<file path="config.mk">
export PLATFORM = sky130hd
export DESIGN_NAME = tcps_timer_clock_select
export DESIGN_NICKNAME = d
export VERILOG_FILES = /design/src/shared/tcps_pkg.sv /design/src/hdl/tcps_timer_clock_select.sv
export SDC_FILE = /design/constraint.sdc
export NUM_CORES = 1
export LEC_CHECK = 0
export CORE_MARGIN = 2
export CORE_UTILIZATION = 35
export CTS_BUF_LIST = sky130_fd_sc_hd__clkbuf_4
export CTS_CLUSTER_SIZE = 14
export DETAILED_ROUTE_END_ITERATION = 10
export DONT_BUFFER_PORTS = 1
export PLACE_DENSITY_LB_ADDON = 0.3
export SKIP_LAST_GASP = 1
export SYNTH_ARGS = -nofsm -noshare
export SYNTH_HDL_FRONTEND = slang
export SYNTH_SLANG_ARGS = --single-unit
</file>
<file path="constraint.sdc">
create_clock -name mclk -period 2.9 [get_ports mclk]
set_clock_uncertainty 0.15 [all_clocks]
set_input_delay 0.435 -clock mclk [delete_from_list [all_inputs] [get_ports mclk]]
set_output_delay 0.435 -clock mclk [all_outputs]
set_load 0.01 [all_outputs]
</file>
<file path="src/shared/tcps_pkg.sv">
// Package: register map, field positions and divider constants for the timer clock select
package tcps_pkg;
    localparam logic [7:0] TCPS_CTRL_ADDR = 8'h8E;
    localparam logic [7:0] TCPS_CTRL_RESET = 8'h00;
    localparam int TCPS_BIT_C = 5;
    localparam int TCPS_BIT_B = 4;
    localparam int TCPS_BIT_A = 3;
    localparam logic [7:0] TCPS_WRITE_MASK = 8'h38;
    localparam int TCPS_DIVIDE = 12;
    localparam logic [3:0] TCPS_DIV_LAST = 4'hB;
endpackage

</file>
<file path="src/hdl/tcps_timer_clock_select.sv">
// Timer clock divide control register and per-timer count enables
//
// Overview of operation
// - Timer C bit: 0 divide by twelve, 1 full clock
// - Timer C bit ignored in baud or counter mode
// - Timer B bit: 0 divide by twelve, 1 full
// - Timer A bit: 0 divide by twelve, 1 full
//
// One free-running divider serves all three timers. A timer on the full clock
// ticks every cycle, and a divided timer ticks once per divider wrap. The tick
// outputs are registered, so a new selection shows one cycle after it is stored.
// In the two ignored modes of timer C this block offers no tick at all. The pin
// and baud paths that clock timer C then are built elsewhere.
`timescale 1ns/1ns
module tcps_timer_clock_select
    import tcps_pkg::*;
#(
    parameter int DIVIDE = TCPS_DIVIDE
)
(
    input wire logic mclk,
    input wire logic resetn,
    input wire logic [7:0] sfr_addr,
    input wire logic [7:0] sfr_wdata,
    input wire logic sfr_wr,
    input wire logic sfr_rd,
    output logic [7:0] sfr_rdata,
    input wire logic timer_c_count_source_sel,
    input wire logic timer_c_baud_mode,
    output logic timer_a_tick,
    output logic timer_b_tick,
    output logic timer_c_tick
);

    typedef struct packed {
        logic [7:0] ctrl;
        logic [3:0] div;
        logic [7:0] rdata;
        logic a_tick;
        logic b_tick;
        logic c_tick;
    } tcps_state_t;

    tcps_state_t st_q;
    tcps_state_t st_d;
    logic div_pulse;

    // The divider is four bits wide, so ratios above sixteen cannot be served
    localparam logic [3:0] DIV_LAST = 4'(DIVIDE - 1);

    // Refuse a ratio that the four-bit divider cannot count
    if (DIVIDE < 2 || DIVIDE > 16) begin : g_bad_divide
        $error("DIVIDE must lie between 2 and 16");
    end

    // Choose the full clock or the divided pulse for one timer
    function automatic logic tcps_pick(input logic sel, input logic slow);
        tcps_pick = sel ? 1'b1 : slow;
    endfunction

    // Divider wraps after DIV_LAST (eleven by default); the pulse is shared so all slow timers stay in phase
    always_comb begin
        st_d = st_q;
        div_pulse = (st_q.div == DIV_LAST);
        st_d.div = div_pulse ? 4'h0 : st_q.div + 4'h1;
        if (sfr_wr && sfr_addr == TCPS_CTRL_ADDR) begin
            st_d.ctrl = sfr_wdata & TCPS_WRITE_MASK;
        end
        st_d.rdata = (sfr_rd && sfr_addr == TCPS_CTRL_ADDR) ? st_q.ctrl : 8'h00;
        st_d.a_tick = tcps_pick(st_q.ctrl[TCPS_BIT_A], div_pulse);
        st_d.b_tick = tcps_pick(st_q.ctrl[TCPS_BIT_B], div_pulse);
        // Other modes own the clock of timer C, so no tick is offered here
        if (timer_c_count_source_sel || timer_c_baud_mode) begin
            st_d.c_tick = 1'b0;
        end else begin
            st_d.c_tick = tcps_pick(st_q.ctrl[TCPS_BIT_C], div_pulse);
        end
    end

    // State register, synchronous reset
    always_ff @(posedge mclk) begin
        if (!resetn) begin
            st_q <= '{ctrl: TCPS_CTRL_RESET, div: 4'h0, rdata: 8'h00,
                       a_tick: 1'b0, b_tick: 1'b0, c_tick: 1'b0};
        end else begin
            st_q <= st_d;
        end
    end

    assign sfr_rdata = st_q.rdata;
    assign timer_a_tick = st_q.a_tick;
    assign timer_b_tick = st_q.b_tick;
    assign timer_c_tick = st_q.c_tick;
endmodule

</file>
* Word-level counts from Yosys, hierarchy flattened *
Index checks and enable logic that the tools add are counted.

word-level totals
  word-level logic and storage cells = 19
  output and inout bits = 11
  input port bits = 22
  register bits = 13

cells by class
  add/sub/neg operators = 1
  equality and inequality tests = 2
  muxes and demuxes = 3
  reductions and logical operators = 6
  bitwise operators = 1

operator list
  cell                 count
  $eq 8x8->1 const B   1
  $add 4x1->4 const B  1
  $eq 4x4->1 const B   1
  $reduce_or 2->1      2
  $mux 1               3
  $logic_and 1x1->1    2
  $reduce_and 2->1     1
  $logic_or 1x1->1     1
  $not 1->1            1

* Depth between registers and ports, before layout *
  depth in word-level cells = 3
  depth in mapped cells = 4
  gate-level depth less buffers = 4

* Worst setup path after synthesis *
OpenSTA, ideal clock, no wires.

  kind = input-to-reg
  from = input sfr_addr[5]
  to = register st_q[18] (netlist name)
  library setup time = 0.072 ns
  required time = 2.678 ns
  buffers on the path = 0
  stages = 3
  path slack = 1.280 ns
  data arrival time = 1.398 ns
  path through = or4b_4 -> nor3_4 -> mux2i_1

on the way
  cells in the longest elaborated chain, start to end = 2

ends and longest elaborated chain
  element               RTL line                       source
  from (decl)           tcps_timer_clock_select.sv:23  input wire logic [7:0] sfr_addr,
  $eq 8x8->1            tcps_timer_clock_select.sv:66  if (sfr_wr && sfr_addr == TCPS_CTRL_ADDR) begin
  $logic_and 1x1->1     tcps_timer_clock_select.sv:66
  to (signal assigned)  tcps_timer_clock_select.sv:83  st_q <= '{ctrl: TCPS_CTRL_RESET, div: 4'h0, rdata: 8'h00,
  to (signal assigned)  tcps_timer_clock_select.sv:86  st_q <= st_d;
  to (decl)             tcps_timer_clock_select.sv:44  tcps_state_t st_q;

No other way between the ends.
A chain may end at the register's enable or synchronous reset.

* Final worst setup path *
Same ends and word-level chain as after synthesis.

==> results.py <==
metrics = {
    "status": {
        "status": "complete, no violations",
    },
    "die": {
        "core_um2": 1506,
        "pin_count": 33,
        "die_x_um": 44.24,
        "dieHeight_um": 44.24,
        "initial_core_util": 0.3762,
        "row_count": 14,
        "fp.dieArea_um2": 1957,
    },
    "setup_path": {
        "rrSetupSlack_ps": 1610,
        "crit_path_max_incr_delay_ps": 540,
        "worstSetupStartpointType": "input port",
        "path_buf_inv": 0,
        "cp-end-kind": "flip-flop",
        "slowest_stage": "or4b_4",
        "worst-path-max-fanout": 3,
        "cp.required_ps": 2960,
        "path_cells": "or4b_4 -> nor3_4 -> mux2i_1",
        "crit_type": "input port to flip-flop",
        "arrival_ps": 1440,
        "critPathTopFamily": "simple AND/OR/NAND/NOR gates",
    },
    "global_routing": {
        "grt_max_degree": 15,
        "antenna_found_initial": 0,
        "grt_pass1_wl_mm": 1.421,
        "grt_usage": 0.1126,
        "grt_pass1_vias": 331,
        "grt-ovfl-total": 0,
    },
    "logic_synthesis": {
        "synth_area_um2": 566.8,
        "ys_seq_area_frac": 0.4592,
        "yosysTopAreaCell": "dfxtp_1",
        "yosys_warnings": 0,
        "synth-main-ff-cell": "dfxtp_1",
        "synth.most_common_cell": "dfxtp_1",
        "avgSynthCellArea_um2": 9.607,
        "synth_top_cells_by_count": "dfxtp_1 (13), buf_4 (8), nand2_1 (8)",
        "synth-edff-count": 0,
        "synth_area_leaders": "dfxtp_1 (46%), buf_4 (11%), mux2i_1 (5.3%)",
        "synth_top_area_frac": 0.4592,
        "synthCells": 59,
        "ys_types": 22,
        "synth_seq_cells": 13,
        "synthArstFlopShare": 0,
    },
    "detailed_routing": {
        "route.detailed.drc": 0,
        "viasPerCell": 4.838,
        "first_pass_iters": 2,
        "wire_per_inst_um": 11.11,
        "wl_um": 822,
        "ant_nets": 0,
        "first_iter_violations": 6,
        "vias": 358,
    },
    "clock_network": {
        "postCtsHoldBufs": 0,
        "clk_latency_ps": 270,
        "clk_path_buf_depth": 2,
        "htreeDepth": 1,
        "cts_root_buffer": "clkbuf_4",
        "ctsResizeCount": 0,
        "clkTransAtPathRegs_ps": 70,
        "postCtsSetupBuffers": 0,
        "cts_buffers": 3,
        "cts_num_sinks": 13,
        "cts_tree": "built",
    },
    "cells_and_area": {
        "areaGrowthSynthToFinish_pct": 0.2207,
        "drive_gt1_frac": 0.1034,
        "fin_nets": 82,
        "diodes": 0,
    },
    "timing": {
        "setup_tns_ps": 0,
        "finalCriticalPeriod_ps": 1384,
        "timing.final.crit_share": 0.4771,
        "max_clock_freq_mhz": 722.7,
        "drv_slew": 0,
        "setup_viol": 0,
        "rsz0062_at_grt": "no",
        "finalHoldViolCount": 0,
    },
    "place": {
        "port_buffers": 0,
        "gp_congestion": 0.6542,
        "dpl.hpwl_um": 623.5,
    },
    "power_and_ir_drop": {
        "p_total_mw": 0.3159,
        "ir_drop_mv": 0.2619,
        "powerDensity_nw_per_um2": 556.2,
        "cellLeakagePower_nw": 0.2369,
    },
    "min_path": {
        "min_path_type": "input port to flip-flop",
    },
    "run": {
        "maxCapViolations": 0,
    },
}
-- power by group --
group | leakage (nW) | internal [mW] | switching, mW
Sequential | 0.105 | 0.182 | 0.00247
Clock | 0.0184 | 0.0627 | 0.0555
Combinational | 0.113 | 0.00606 | 0.00729
Total | 0.237 | 0.251 | 0.0653
-- stage by stage --
step | instances | util | worst slack, ps | cell area (um2) | hold slack (ps)
3_3_place_gp | 70 | 0.3571 | 1240 | 538.0 | 286.3
4_1_cts | 74 | 0.3771 | 1507 | 568.0 | 67.32
3_5_place_dp | 70 | 0.3571 | 1214 | 538.0 | 293.9
6_report | 74 | 0.3771 | 1516 | 568.0 | 75.64
2_1_floorplan | 63 | - | 1280 | 581.8 | 267.5
5_1_grt | 74 | 0.3771 | 1438 | 568.0 | 57.22
-- metal layers --
| layer | global-route usage | up-vias | share of wire |
|---|---|---|---|
| met5 | 0 | - | 0 |
| met4 | 0.09091 | 0 | 0.033 |
| met3 | 0.07755 | 5 | 0.12 |
| met2 | 0.1441 | 17 | 0.39 |
| met1 | 0.1263 | 153 | 0.46 |
| li1 | - | 183 | - |
-- registers in the layout, indices dropped and copies added, names as in the netlist --
register and cells:
timer_c_tick 1, timer_a_tick 1, timer_b_tick 1, sfr_rdata 3
st_q 7
-- placed cells by master, fill, tap and decap left out --
| cell type | n |
|---|---|
| clkbuf_4 | 4 |
| nand4b_1 | 1 |
| o21a_1 | 3 |
| and3b_1 | 1 |
| nand3b_1 | 1 |
| nor2_1 | 3 |
| and2_1 | 4 |
| nor4b_1 | 1 |
| o21ai_0 | 1 |
| or4b_4 | 1 |
| inv_1 | 1 |
| dfxtp_1 | 13 |
| nor3_1 | 1 |
| and3_1 | 2 |
| nor3_4 | 1 |
| mux2i_1 | 3 |
| ha_1 | 1 |
| nand2_1 | 8 |
| conb_1 | 5 |
| nand2b_1 | 2 |
| nand3_1 | 1 |
-- worst register-to-register path, cell delays in order (launching register included) --
cell and delay, ps:
dfxtp_1 360, ha_1 210, and3b_1 220, nor2_1 60
nor4b_1 210
-- path summary, 6_finish.rpt --
check / end / startpoint / depth (start not counted)
worst max-delay path: st_q[18] / sfr_addr[5] / 3
worst min register to register: st_q[11] / st_q[11] / 1
worst max register to register: timer_c_tick / st_q[11] / 4
worst min-delay path: timer_c_tick / timer_c_baud_mode / 1
-- logic make-up (layout without fill, tap and decap cells) --
group | count (synthesis) | in the layout | share of synthesized area
simple gates | 27 | 27 | 0.2914
other cells | 1 | 5 | 0.006616
mux | 3 | 3 | 0.05298
buf+inv | 10 | 5 | 0.1192
fa+ha+maj | 1 | 1 | 0.02207
compound gates | 4 | 4 | 0.04855
flops | 13 | 13 | 0.4592
-- area by class of cell --
| class | instances | area, um2 |
|---|---|---|
| multi-input combinational | 40 | 254.0 |
| clock buffer | 4 | 30.03 |
| fill | 159 | 938.4 |
| inverter | 1 | 3.754 |
| tap | 16 | 20.02 |
| sequential | 13 | 260.3 |
Power figures use the tool's default switching activity.
